[src/umc_pkg.sv]
package umc_pkg;

   // ==========================================================
   // host register addresses
   localparam logic [2:0] ADDR_DATA = 3'h0;
   localparam logic [2:0] ADDR_IER = 3'h1;
   localparam logic [2:0] ADDR_LCR = 3'h3;
   localparam logic [2:0] ADDR_MCR = 3'h4;
   localparam logic [2:0] ADDR_MSR = 3'h6;

   // ==========================================================
   // modem_control field positions
   localparam int MCR_DTR_BIT = 0;
   localparam int MCR_RTS_BIT = 1;
   localparam int MCR_AUX1_BIT = 2;
   localparam int MCR_AUX2_BIT = 3;
   localparam int MCR_LOOP_BIT = 4;
   localparam logic [7:0] MCR_WRITE_MASK = 8'h1f;

   // ==========================================================
   // other control field positions
   localparam int LCR_DIVISOR_ACCESS_BIT_BIT = 7;
   localparam int IER_MSI_BIT = 3;

   // ==========================================================
   // modem status indices: 0 cts, 1 dsr, 2 ri, 3 dcd
   localparam int MS_CTS = 0;
   localparam int MS_DSR = 1;
   localparam int MS_RI = 2;
   localparam int MS_DCD = 3;

   // ==========================================================
   // reset values
   localparam logic [7:0] MCR_RESET = 8'h00;
   localparam logic [7:0] LCR_RESET = 8'h00;
   localparam logic [7:0] IER_RESET = 8'h00;
   localparam logic [7:0] DIV_BYTE_RESET = 8'h00;
   localparam logic [3:0] MS_PIN_RESET = 4'hf;
   localparam logic [7:0] UNMAPPED_READ = 8'h00;
   localparam logic [15:0] BAUD_CNT_ONE = 16'h0001;

endpackage

[src/umc_baud_if.sv]
`timescale 1ns/1ps
interface umc_baud_if;
   logic [15:0] divisor;
   logic reload;
   logic tick;

   modport gen (
      input divisor,
      input reload,
      output tick
   );

   modport ctl (
      output divisor,
      output reload,
      input tick
   );
endinterface

[src/umc_baud_gen.sv]
`timescale 1ns/1ps
module umc_baud_gen
   import umc_pkg::*;
(
   input wire logic clk_in,
   input wire logic rst_b_in,
   umc_baud_if.gen bif
);

   logic [15:0] cnt_q;
   logic tick_q;

   // ==========================================================
   // divider: one tick every divisor cycles, 16x the bit rate
   // a divisor of zero behaves as one, ticking every cycle
   always_ff @(posedge clk_in or negedge rst_b_in) begin
      if (!rst_b_in) begin
         cnt_q <= BAUD_CNT_ONE;
         tick_q <= 1'b0;
      end else if (bif.reload) begin
         cnt_q <= bif.divisor;
         tick_q <= 1'b0;
      end else if (cnt_q <= BAUD_CNT_ONE) begin
         cnt_q <= bif.divisor;
         tick_q <= 1'b1;
      end else begin
         cnt_q <= cnt_q - BAUD_CNT_ONE;
         tick_q <= 1'b0;
      end
   end

   assign bif.tick = tick_q;
endmodule

[src/umc_modem_top.sv]
`timescale 1ns/1ps
// Overview of operation
// - dtr pin driven low while control bit 0 is one, high otherwise.
// - rts pin driven low while control bit 1 is one, high otherwise.
// - control bit 2 does nothing outside loopback.
// - control bit 3 enables the channel interrupt output; zero keeps it off.
// - loopback holds tx pin high, ignores rx pin, loops tx shifter to rx.
// - loopback disconnects modem input pins and forces dtr and rts high.
// - loopback status bits 4..7 show rts, dtr, aux one, aux two.
// - loopback modem status interrupts come only from the low four control bits.
// - control bits 5 to 7 always read zero.
// - delta bits set when cts, dsr or dcd change since last read.
// - ring edge bit sets only when the ri pin goes low to high.
// - outside loopback status bits 4..7 are inverted cts, dsr, ri, dcd.
// - enabled modem status interrupt raised while any delta bit set.
// - status read clears delta bits, leaves level bits alone.
// - events during a status read are applied at the read's end.
// - bit already set that recurs during read is cleared at read's end.
// - baud divider divides by the 16-bit divisor built from two bytes.
// - writing either divisor byte reloads the baud counter one cycle after the byte is stored.
// - baud output is a 16x bit rate sampling tick.
// - divisor bytes reachable only while line control bit 7 is one.
module umc_modem_top
   import umc_pkg::*;
(
   input wire logic SYS_CLK_IN,
   input wire logic RST_B_IN,
   input wire logic [2:0] HOST_ADDR_IN,
   input wire logic [7:0] HOST_WDATA_IN,
   input wire logic HOST_WR_STROBE_IN,
   input wire logic HOST_READ_STROBE_IN,
   input wire logic CTS_B_IN,
   input wire logic DSR_B_IN,
   input wire logic RI_B_IN,
   input wire logic DCD_B_IN,
   input wire logic SERIAL_RX_IN,
   input wire logic TX_SHIFT_REG_IN,
   input wire logic CHAN_IRQ_IN,
   output logic [7:0] HOST_RDATA_OUT,
   output logic [7:0] LINE_CTRL_OUT,
   output logic [7:0] INT_ENABLE_OUT,
   output logic DTR_B_OUT,
   output logic RTS_B_OUT,
   output logic SERIAL_TX_PIN_OUT,
   output logic RX_SHIFT_REG_OUT,
   output logic MODEM_INT_OUT,
   output logic SERIAL_INT_OUT,
   output logic BAUD_TICK_OUT
);

   // ==========================================================
   // declarations
   logic [7:0] modem_control_q;
   logic [7:0] line_control_reg_q;
   logic [7:0] interrupt_enable_reg_q;
   logic [7:0] divisor_low_byte_q;
   logic [7:0] divisor_high_byte_q;
   logic reload_q;
   logic [7:0] rdata_q;
   logic [7:0] rdata_d;
   logic [3:0] pin_meta_q;
   logic [3:0] pin_sync_q;
   logic [3:0] level_q;
   logic [3:0] level_d;
   logic [3:0] delta_q;
   logic [3:0] pend_q;
   logic [3:0] event_d;
   logic rd_msr_q;
   logic dtr_b_q;
   logic rts_b_q;
   logic tx_pin_q;
   logic rx_shift_q;
   logic modem_int_q;
   logic serial_int_q;
   logic divisor_access_bit;
   logic loop_on;
   logic wr_dll;
   logic wr_dlm;
   logic wr_ier;
   logic wr_lcr;
   logic wr_mcr;
   logic rd_msr;
   logic rd_end;
   logic msi_now;
   logic [3:0] loop_level;

   umc_baud_if baud_bus();

   // ==========================================================
   // host write decode
   assign divisor_access_bit = line_control_reg_q[LCR_DIVISOR_ACCESS_BIT_BIT];
   assign loop_on = modem_control_q[MCR_LOOP_BIT];

   always_comb begin
      wr_dll = 1'b0;
      wr_dlm = 1'b0;
      wr_ier = 1'b0;
      wr_lcr = 1'b0;
      wr_mcr = 1'b0;
      if (!HOST_WR_STROBE_IN) begin
         wr_dll = 1'b0;
      end else if (HOST_ADDR_IN == ADDR_DATA) begin
         wr_dll = divisor_access_bit;
      end else if (HOST_ADDR_IN == ADDR_IER) begin
         wr_dlm = divisor_access_bit;
         wr_ier = !divisor_access_bit;
      end else if (HOST_ADDR_IN == ADDR_LCR) begin
         wr_lcr = 1'b1;
      end else if (HOST_ADDR_IN == ADDR_MCR) begin
         wr_mcr = 1'b1;
      end
   end

   // ==========================================================
   // control registers
   // status register writes are dropped: nothing software may store there
   always_ff @(posedge SYS_CLK_IN or negedge RST_B_IN) begin
      if (!RST_B_IN) begin
         modem_control_q <= MCR_RESET;
      end else if (wr_mcr) begin
         modem_control_q <= HOST_WDATA_IN & MCR_WRITE_MASK;
      end
   end

   always_ff @(posedge SYS_CLK_IN or negedge RST_B_IN) begin
      if (!RST_B_IN) begin
         line_control_reg_q <= LCR_RESET;
      end else if (wr_lcr) begin
         line_control_reg_q <= HOST_WDATA_IN;
      end
   end

   always_ff @(posedge SYS_CLK_IN or negedge RST_B_IN) begin
      if (!RST_B_IN) begin
         interrupt_enable_reg_q <= IER_RESET;
      end else if (wr_ier) begin
         interrupt_enable_reg_q <= HOST_WDATA_IN;
      end
   end

   always_ff @(posedge SYS_CLK_IN or negedge RST_B_IN) begin
      if (!RST_B_IN) begin
         divisor_low_byte_q <= DIV_BYTE_RESET;
         divisor_high_byte_q <= DIV_BYTE_RESET;
      end else begin
         if (wr_dll) begin
            divisor_low_byte_q <= HOST_WDATA_IN;
         end
         if (wr_dlm) begin
            divisor_high_byte_q <= HOST_WDATA_IN;
         end
      end
   end

   // reload lags the byte write so the counter sees the new divisor
   always_ff @(posedge SYS_CLK_IN or negedge RST_B_IN) begin
      if (!RST_B_IN) begin
         reload_q <= 1'b0;
      end else begin
         reload_q <= wr_dll | wr_dlm;
      end
   end

   // ==========================================================
   // baud generator
   assign baud_bus.divisor = {divisor_high_byte_q, divisor_low_byte_q};
   assign baud_bus.reload = reload_q;

   umc_baud_gen u_baud_generator (
      .clk_in(SYS_CLK_IN),
      .rst_b_in(RST_B_IN),
      .bif(baud_bus.gen)
   );

   // ==========================================================
   // modem input synchroniser, pins are active low
   always_ff @(posedge SYS_CLK_IN or negedge RST_B_IN) begin
      if (!RST_B_IN) begin
         pin_meta_q <= MS_PIN_RESET;
         pin_sync_q <= MS_PIN_RESET;
      end else begin
         pin_meta_q <= {DCD_B_IN, RI_B_IN, DSR_B_IN, CTS_B_IN};
         pin_sync_q <= pin_meta_q;
      end
   end

   // ==========================================================
   // status levels and change events
   // in loopback the pins are ignored; control bits stand in for them
   assign loop_level = {modem_control_q[MCR_AUX2_BIT],
                        modem_control_q[MCR_AUX1_BIT],
                        modem_control_q[MCR_DTR_BIT],
                        modem_control_q[MCR_RTS_BIT]};

   always_comb begin
      if (loop_on) begin
         level_d = loop_level;
      end else begin
         level_d = ~pin_sync_q;
      end
      event_d[MS_CTS] = level_d[MS_CTS] ^ level_q[MS_CTS];
      event_d[MS_DSR] = level_d[MS_DSR] ^ level_q[MS_DSR];
      event_d[MS_RI] = level_q[MS_RI] & ~level_d[MS_RI];
      event_d[MS_DCD] = level_d[MS_DCD] ^ level_q[MS_DCD];
   end

   always_ff @(posedge SYS_CLK_IN or negedge RST_B_IN) begin
      if (!RST_B_IN) begin
         level_q <= ~MS_PIN_RESET;
      end else begin
         level_q <= level_d;
      end
   end

   // ==========================================================
   // status read sequencing
   assign rd_msr = HOST_READ_STROBE_IN && (HOST_ADDR_IN == ADDR_MSR);
   assign rd_end = rd_msr_q && !rd_msr;

   always_ff @(posedge SYS_CLK_IN or negedge RST_B_IN) begin
      if (!RST_B_IN) begin
         rd_msr_q <= 1'b0;
      end else begin
         rd_msr_q <= rd_msr;
      end
   end

   // events seen while the strobe is high wait for its trailing edge
   always_ff @(posedge SYS_CLK_IN or negedge RST_B_IN) begin
      if (!RST_B_IN) begin
         pend_q <= 4'h0;
      end else if (rd_msr) begin
         pend_q <= pend_q | event_d;
      end else begin
         pend_q <= 4'h0;
      end
   end

   // a recurring event on an already set bit toggles it clear here,
   // so the clear deliberately wins at the end of a read
   always_ff @(posedge SYS_CLK_IN or negedge RST_B_IN) begin
      if (!RST_B_IN) begin
         delta_q <= 4'h0;
      end else if (rd_end) begin
         delta_q <= (pend_q | event_d) & ~delta_q;
      end else if (!rd_msr) begin
         delta_q <= delta_q | event_d;
      end
   end

   // ==========================================================
   // read data
   always_comb begin
      rdata_d = UNMAPPED_READ;
      if (HOST_ADDR_IN == ADDR_DATA) begin
         if (divisor_access_bit) begin
            rdata_d = divisor_low_byte_q;
         end
      end else if (HOST_ADDR_IN == ADDR_IER) begin
         if (divisor_access_bit) begin
            rdata_d = divisor_high_byte_q;
         end else begin
            rdata_d = interrupt_enable_reg_q;
         end
      end else if (HOST_ADDR_IN == ADDR_LCR) begin
         rdata_d = line_control_reg_q;
      end else if (HOST_ADDR_IN == ADDR_MCR) begin
         rdata_d = modem_control_q;
      end else if (HOST_ADDR_IN == ADDR_MSR) begin
         rdata_d = {level_q, delta_q};
      end
   end

   always_ff @(posedge SYS_CLK_IN or negedge RST_B_IN) begin
      if (!RST_B_IN) begin
         rdata_q <= UNMAPPED_READ;
      end else if (HOST_READ_STROBE_IN) begin
         rdata_q <= rdata_d;
      end
   end

   // ==========================================================
   // modem and serial pins
   // aux one has no pin; it only feeds the loopback ring level
   always_ff @(posedge SYS_CLK_IN or negedge RST_B_IN) begin
      if (!RST_B_IN) begin
         dtr_b_q <= 1'b1;
         rts_b_q <= 1'b1;
      end else begin
         dtr_b_q <= !(modem_control_q[MCR_DTR_BIT] && !loop_on);
         rts_b_q <= !(modem_control_q[MCR_RTS_BIT] && !loop_on);
      end
   end

   always_ff @(posedge SYS_CLK_IN or negedge RST_B_IN) begin
      if (!RST_B_IN) begin
         tx_pin_q <= 1'b1;
         rx_shift_q <= 1'b1;
      end else if (loop_on) begin
         tx_pin_q <= 1'b1;
         rx_shift_q <= TX_SHIFT_REG_IN;
      end else begin
         tx_pin_q <= TX_SHIFT_REG_IN;
         rx_shift_q <= SERIAL_RX_IN;
      end
   end

   // ==========================================================
   // interrupts
   assign msi_now = interrupt_enable_reg_q[IER_MSI_BIT] && (|delta_q);

   always_ff @(posedge SYS_CLK_IN or negedge RST_B_IN) begin
      if (!RST_B_IN) begin
         modem_int_q <= 1'b0;
         serial_int_q <= 1'b0;
      end else begin
         modem_int_q <= msi_now;
         serial_int_q <= modem_control_q[MCR_AUX2_BIT]
                         && (msi_now || CHAN_IRQ_IN);
      end
   end

   // ==========================================================
   // outputs
   assign HOST_RDATA_OUT = rdata_q;
   assign LINE_CTRL_OUT = line_control_reg_q;
   assign INT_ENABLE_OUT = interrupt_enable_reg_q;
   assign DTR_B_OUT = dtr_b_q;
   assign RTS_B_OUT = rts_b_q;
   assign SERIAL_TX_PIN_OUT = tx_pin_q;
   assign RX_SHIFT_REG_OUT = rx_shift_q;
   assign MODEM_INT_OUT = modem_int_q;
   assign SERIAL_INT_OUT = serial_int_q;
   assign BAUD_TICK_OUT = baud_bus.tick;
endmodule

[config.mk]
export PLATFORM = sky130hd
export DESIGN_NAME = umc_modem_top
export DESIGN_NICKNAME = d
export VERILOG_FILES = /design/src/umc_pkg.sv /design/src/umc_baud_if.sv /design/src/umc_baud_gen.sv /design/src/umc_modem_top.sv
export SDC_FILE = /design/constraint.sdc
export NUM_CORES = 1
export LEC_CHECK = 0
export BUFFER_PORTS_ARGS = -buffer_cell sky130_fd_sc_hd__buf_2
export CAP_MARGIN = 30
export CORE_ASPECT_RATIO = 1.75
export CORE_MARGIN = 8
export CORE_UTILIZATION = 25
export CTS_CLUSTER_DIAMETER = 120
export DETAILED_ROUTE_END_ITERATION = 10
export MAX_ROUTING_LAYER = met4
export PLACE_DENSITY_LB_ADDON = 0.08
export SLEW_MARGIN = 40
export SYNTH_ARGS = -nofsm -noshare
export SYNTH_HDL_FRONTEND = slang
export SYNTH_SLANG_ARGS = --single-unit
[constraint.sdc]
create_clock -name SYS_CLK_IN -period 5.1 [get_ports SYS_CLK_IN]
set_input_delay 0 -clock SYS_CLK_IN [delete_from_list [all_inputs] [get_ports SYS_CLK_IN]]
set_output_delay 0 -clock SYS_CLK_IN [all_outputs]
set_load 0.02 [all_outputs]
Word level (Yosys, flattened, before mapping) --
Cells that the tools add are included.
Operators by class: add/sub/neg operators 1, order comparisons 1, equality and inequality tests 5, muxes and demuxes 34, bitwise operators 11, reduce and logical (&&, ||, !) cells 14
Operators by type and width (count):
- two-way mux 8 bit | 7
- two-way mux 16 bit | 2
- two-way mux 1 bit | 21
- <= comparator 16 x 1 -> 1 bit, second input constant | 1
- two-way mux 4 bit | 4
- subtractor 16 x 1 -> 16 bit, second input constant | 1
- NOT 4 bit | 2
- OR 4 bit | 2
- equality test 3 bit, second input constant | 2
- logical AND 1 bit | 6
- logical NOT 1 bit | 5
- AND 4 bit | 1
- OR reduction 4 bit | 1
- equality test 3 x 1 -> 1 bit, second input constant | 1
- equality test 3 x 2 -> 1 bit, second input constant | 1
- logical NOT 3 bit | 1
- bitwise XOR 1 bit | 3
- inequality test 2 x 1 -> 1 bit, second input constant | 1
- AND 1 bit | 1
- logical OR 1 bit | 1
- NOT 1 bit | 1
- OR 1 bit | 1
Storage, ports and cells: register bits after elaboration 90, bits of input ports 22, output and inout port bits 31, logic and storage cells 87

Logic depth before layout (Yosys ltp) --
depth after elaboration 7, gate-level depth with buffers 7, mapped depth without buffers 6

By module --
A second synthesis with hierarchy kept.
Second synthesis, totals: cells, all modules 331, area total of the unflattened synthesis 4035.1 um^2
By module, submodules not included:
- umc_modem_top | times used 1, cells an instance 238, area an instance 3114.2 um^2, seq. area each 1841.8 um^2
- umc_baud_gen | times used 1, cells an instance 93, area an instance 920.9 um^2, seq. area each 426.7 um^2

Worst setup path after synthesis --
OpenSTA, ideal clock, no wires.
path kind flip-flop to flip-flop, start point register u_baud_generator.cnt_q[0], end point register u_baud_generator.cnt_q[10], library setup time 0.125 ns, arrival time 1.856 ns, required time 4.975 ns, slack 3.119 ns, cell stages (with the launch flop) 8, buffers on the path 1, clock period less this slack 1.981 ns, cells stage by stage dfstp_2 -> inv_1 -> ha_1 -> nor2_1 -> nor4_4 -> a21oi_2 -> buf_6 -> mux2_4
Between the ends: longest elaborated chain between the ends 3, elaborated cells between the ends (all ways) 4, classes of those cells add/sub (1); order compare (1); mux (2)
RTL lines:
- start: declaration | line umc_baud_gen.sv:10 | logic [15:0] cnt_q;
- start signal: assignment | line umc_baud_gen.sv:21 | cnt_q <= bif.divisor;
- start signal: assignment | line umc_baud_gen.sv:24 | cnt_q <= bif.divisor;
- start signal: assignment | line umc_baud_gen.sv:27 | cnt_q <= cnt_q - BAUD_CNT_ONE;
- subtractor 16 x 1 -> 16 bit / <= comparator 16 x 1 -> 1 bit (equally long branches) | line umc_baud_gen.sv:27, umc_baud_gen.sv:23
- two-way mux 16 bit (*) | line umc_baud_gen.sv:23 | end else if (cnt_q <= BAUD_CNT_ONE) begin
- two-way mux 16 bit (*) | line umc_baud_gen.sv:20 | end else if (bif.reload) begin
Mark *: on every way between the ends. The rest lies on a longest branch, timed or not. A chain may end at the register's enable or synchronous reset.

Final worst setup path --
start point register u_baud_generator.cnt_q[0], end point register u_baud_generator.cnt_q[4]
Same word-level chain as after synthesis.

==> metrics.md <==
| Metric | Value |
|---|---|
| Outcome | `finished, violations left` |
| Failing checks | `hold timing` |
| VDD IR max | `0.0001767 V` |
| RR Startpoint | `u_baud_generator.cnt_q[0]` |
| Syn Inst Count | `319` |
| CP Class | `reg -> reg` |
| HP Class | `in -> reg` |
| Vias in the first global route | `3088` |
| P per Cell Area | `between 400 and 500 nW/um2` |
| Max Clk Rate | `roughly 0.45 GHz` |
| Die area | `20810 um2` |
| Synth Warn # | `0` |
| Clock root buffer master | `clkbuf_16` |
| Syn Std Cell Area | `~4100 um2` |
| Crit path DAT | `about 2.5 ns` |
| TritonCTS clock tree | `built` |
| # diodes | `0` |
| TritonRoute pass-1 iters | `5` |
| Commonest non-fill, non-tap cells in the layout | `dfrtp_1, buf_2, mux2_2, nor2_1, nand2_1` |
| Syn nets | `around 340` |
| Syn-to-layout area delta | `22.50%` |
| Num CTS Buffers | `9` |
| RSZ-0062 raised after global routing | `false` |
| Share of layout cells above drive strength 1 | `approximately 37%` |
| WL met3 | `206 um` |
| Hold_ws | `-0.00001640 ns` |
| EDFF count, synth | `0` |
| DP Cell Count | `approximately 550` |
| Commonest non-fill, non-tap cell in the layout | `dfrtp_1` |
| Design Area, Final | `about 5000 um2` |
| Max_cap viols | `0` |
| Final wirelength | `11440 um` |
| Filler cells | `between 1500 and 2000` |
| Cell variety after synth | `48` |
| # IOs | `53` |
| Clk_skew | `just over 0.006 ns` |
| Met2 WL post-DR | `6716 um` |
| First-pass GRT wire length | `18180 um` |
| Top Metal Used | `met4` |
| Post-synth top area cell | `dfrtp_1` |
| PortBufs | `between 50 and 60` |
| TritonCTS Sinks | `90` |
| FF-to-FF path depth | `6` |
| Slew margin rel. | `54.56%` |
| Initial Util | `between 20% and 30%` |
| Ranking of synthesized cells by area | `dfrtp_1, mux2_2, dfstp_2` |
| Avg Vias per Cell | `4.702` |
| Largest net degree at the start of global routing | `52` |
| HPWL Detailed | `8766 um` |
| Setup TNS | `0 ns` |
| Final #Nets | `411` |
| Asr flop ratio synth | `between 90% and 100%` |
| Worst-path fanout max | `16` |
| LEAKAGE | `~2.2 nW` |
| Mean routed wirelength per cell | `19.59 um` |
| Yosys top cell area share | `47.27%` |
| Worst Tran Pin Value | `about 0.7 ns` |
| Post-Route M1 WL | `4273 um` |
| Final Slew Violations | `0` |
| #FFs+latches synth | `90` |
| Worst setup path endpoint | `u_baud_generator.cnt_q[4]` |
| Final count of negative-setup-slack endpoints | `0` |
| Final number of hold-violating endpoints | `1` |
| Die X-Extent | `112.5 um` |
| Initial DRC Count | `110` |
| Critical path startpoint category | `register` |
| Clock latency at the later pin of the worst-skew pair | `0.34 ns` |
| Routability Congestion | `0.7662` |
| Worst setup path startpoint | `u_baud_generator.cnt_q[0]` |
| Die height | `184.9 um` |
| Fin crit share | `43.85%` |
| Reg2reg end | `u_baud_generator.cnt_q[4]` |
| Syn Area/Cell | `12.78 um2` |
| Fin cells | `584` |
| H-tree Lvls | `3` |
| Reg clk slew, reported paths | `0.06 ns` |
| Grt total ovfl | `0` |
| Overall Global Routing Usage | `12.07%` |
| CP endpoint kind | `register` |
| Row Count | `62` |
| Synth Flop Type | `dfrtp_1` |
| Register area share after synthesis | `55.65%` |
| Instance area after placement | `4547 um2` |
| Initial antenna violation count | `0` |
| Clock buffer depth | `2` |
| Reg-to-reg setup timing slack | `approximately 2.9 ns` |
| Vias | `2746` |
| CP required | `5.32 ns` |
| ANT nets after route | `0` |
| Core Area | `16210 um2` |
| # DRC | `0` |
| Final min period | `2.237 ns` |
state kept, by name (all words and copies together) (netlist names), 5 cells and up:
register and flops:
u_baud_generator.cnt_q 16, modem_control_q 5, divisor_low_byte_q 8, LINE_CTRL_OUT 8
HOST_RDATA_OUT 8, divisor_high_byte_q 8, INT_ENABLE_OUT 8
report_power, final:
part           total, mW  switching (mW)  leakage [nW]  internal [mW]
logic              0.634           0.297         0.962          0.337
registers           1.13           0.222          1.08          0.911
clock network      0.691           0.281         0.152          0.410
total               2.46           0.801          2.20           1.66
layout make-up:
cell class                 count  area [um2]  share of cell area, %
tap                          192       240.2                  4.811
clock inverter                 4       48.80                 0.9772
inverter                       8       30.03                 0.6014
timing repair buffer          67       410.4                  8.218
clock buffer                  12       257.7                  5.162
multi-input combinational    211        1738                  34.80
sequential                    90        2268                  45.43
critical path, stage by stage, from the launching register on:
cell and delay [ns]:
dfstp_2 0.58, inv_1 0.07, ha_1 0.24, nor2_1 0.20, nor4_4 0.07, a21oi_4 0.56, mux2_2 0.40
layer usage:
| metal | up-vias | global-route usage [%] |
|---|---|---|
| met3 | 13 | 1.828 |
| li1 | 1296 | - |
| met1 | 1395 | 11.93 |
| met4 | 0 | 4.669 |
| met5 | - | - |
| met2 | 42 | 23.14 |
cells by family after synthesis:
kind of cell	after synthesis	synth area share, %
DFF	90	55.65
and+or+nand+nor	87	12.31
muxes	63	17.96
buffers and inverters	18	2.056
adders and majority gates	2	0.6138
AOI/OAI and AO/OA	46	8.625
xor gates and xnor gates	13	2.793
metrics by stage:
step	total power, mW	setup slack, ns	utilization [%]	hold WS (ns)
floorplan	1.548	3.119	-	-0.2956
global placement	1.780	2.568	27.96	0.03244
detailed placement	1.791	2.831	28.04	0.02362
CTS	2.506	2.809	30.74	0.002338
global route	2.620	2.721	30.80	0.009792
finish	2.458	2.863	30.80	-0.00001640
timing repair:
| action | in CTS | in global routing |
|---|---|---|
| setup buffers | 0 | 0 |
| endpoints found under the hold margin | 60 | 1 |
| gates resized for setup | 0 | 0 |
| hold buffers | 13 | 1 |
cells in the mapped netlist, types with 2 or more instances:
| master | n |
|---|---|
| a21oi_1 | 9 |
| a221o_1 | 3 |
| a222oi_1 | 5 |
| a22o_1 | 6 |
| a32oi_1 | 3 |
| and2_1 | 4 |
| buf_1 | 2 |
| buf_6 | 2 |
| clkbuf_1 | 5 |
| dfrtp_1 | 77 |
| dfstp_2 | 13 |
| ha_1 | 2 |
| inv_1 | 7 |
| mux2_2 | 49 |
| mux2_4 | 8 |
| mux2i_1 | 6 |
| nand2_1 | 15 |
| nand2b_1 | 13 |
| nand3_1 | 8 |
| nand3b_1 | 4 |
| nand4_1 | 2 |
| nand4b_1 | 2 |
| nor2_1 | 17 |
| nor2b_1 | 2 |
| nor3_1 | 4 |
| nor3b_1 | 3 |
| nor4_1 | 4 |
| o21a_1 | 5 |
| o21ai_0 | 6 |
| o22a_1 | 3 |
| or2_2 | 2 |
| xnor2_1 | 10 |
| xor2_1 | 3 |
how the worst min path moves through the flow:
stage | cells past startpoint | to | from
finish | 2 | LINE_CTRL_OUT[0] | HOST_WDATA_IN[0]
floorplan | 0 | HOST_RDATA_OUT[0] | RST_B_IN
CTS | 2 | INT_ENABLE_OUT[0] | HOST_WDATA_IN[0]
global placement | 1 | INT_ENABLE_OUT[7] | RST_B_IN
detailed placement | 1 | divisor_low_byte_q[1] | RST_B_IN
global route | 2 | INT_ENABLE_OUT[0] | HOST_WDATA_IN[0]
(Power assumes the default switching activity.)
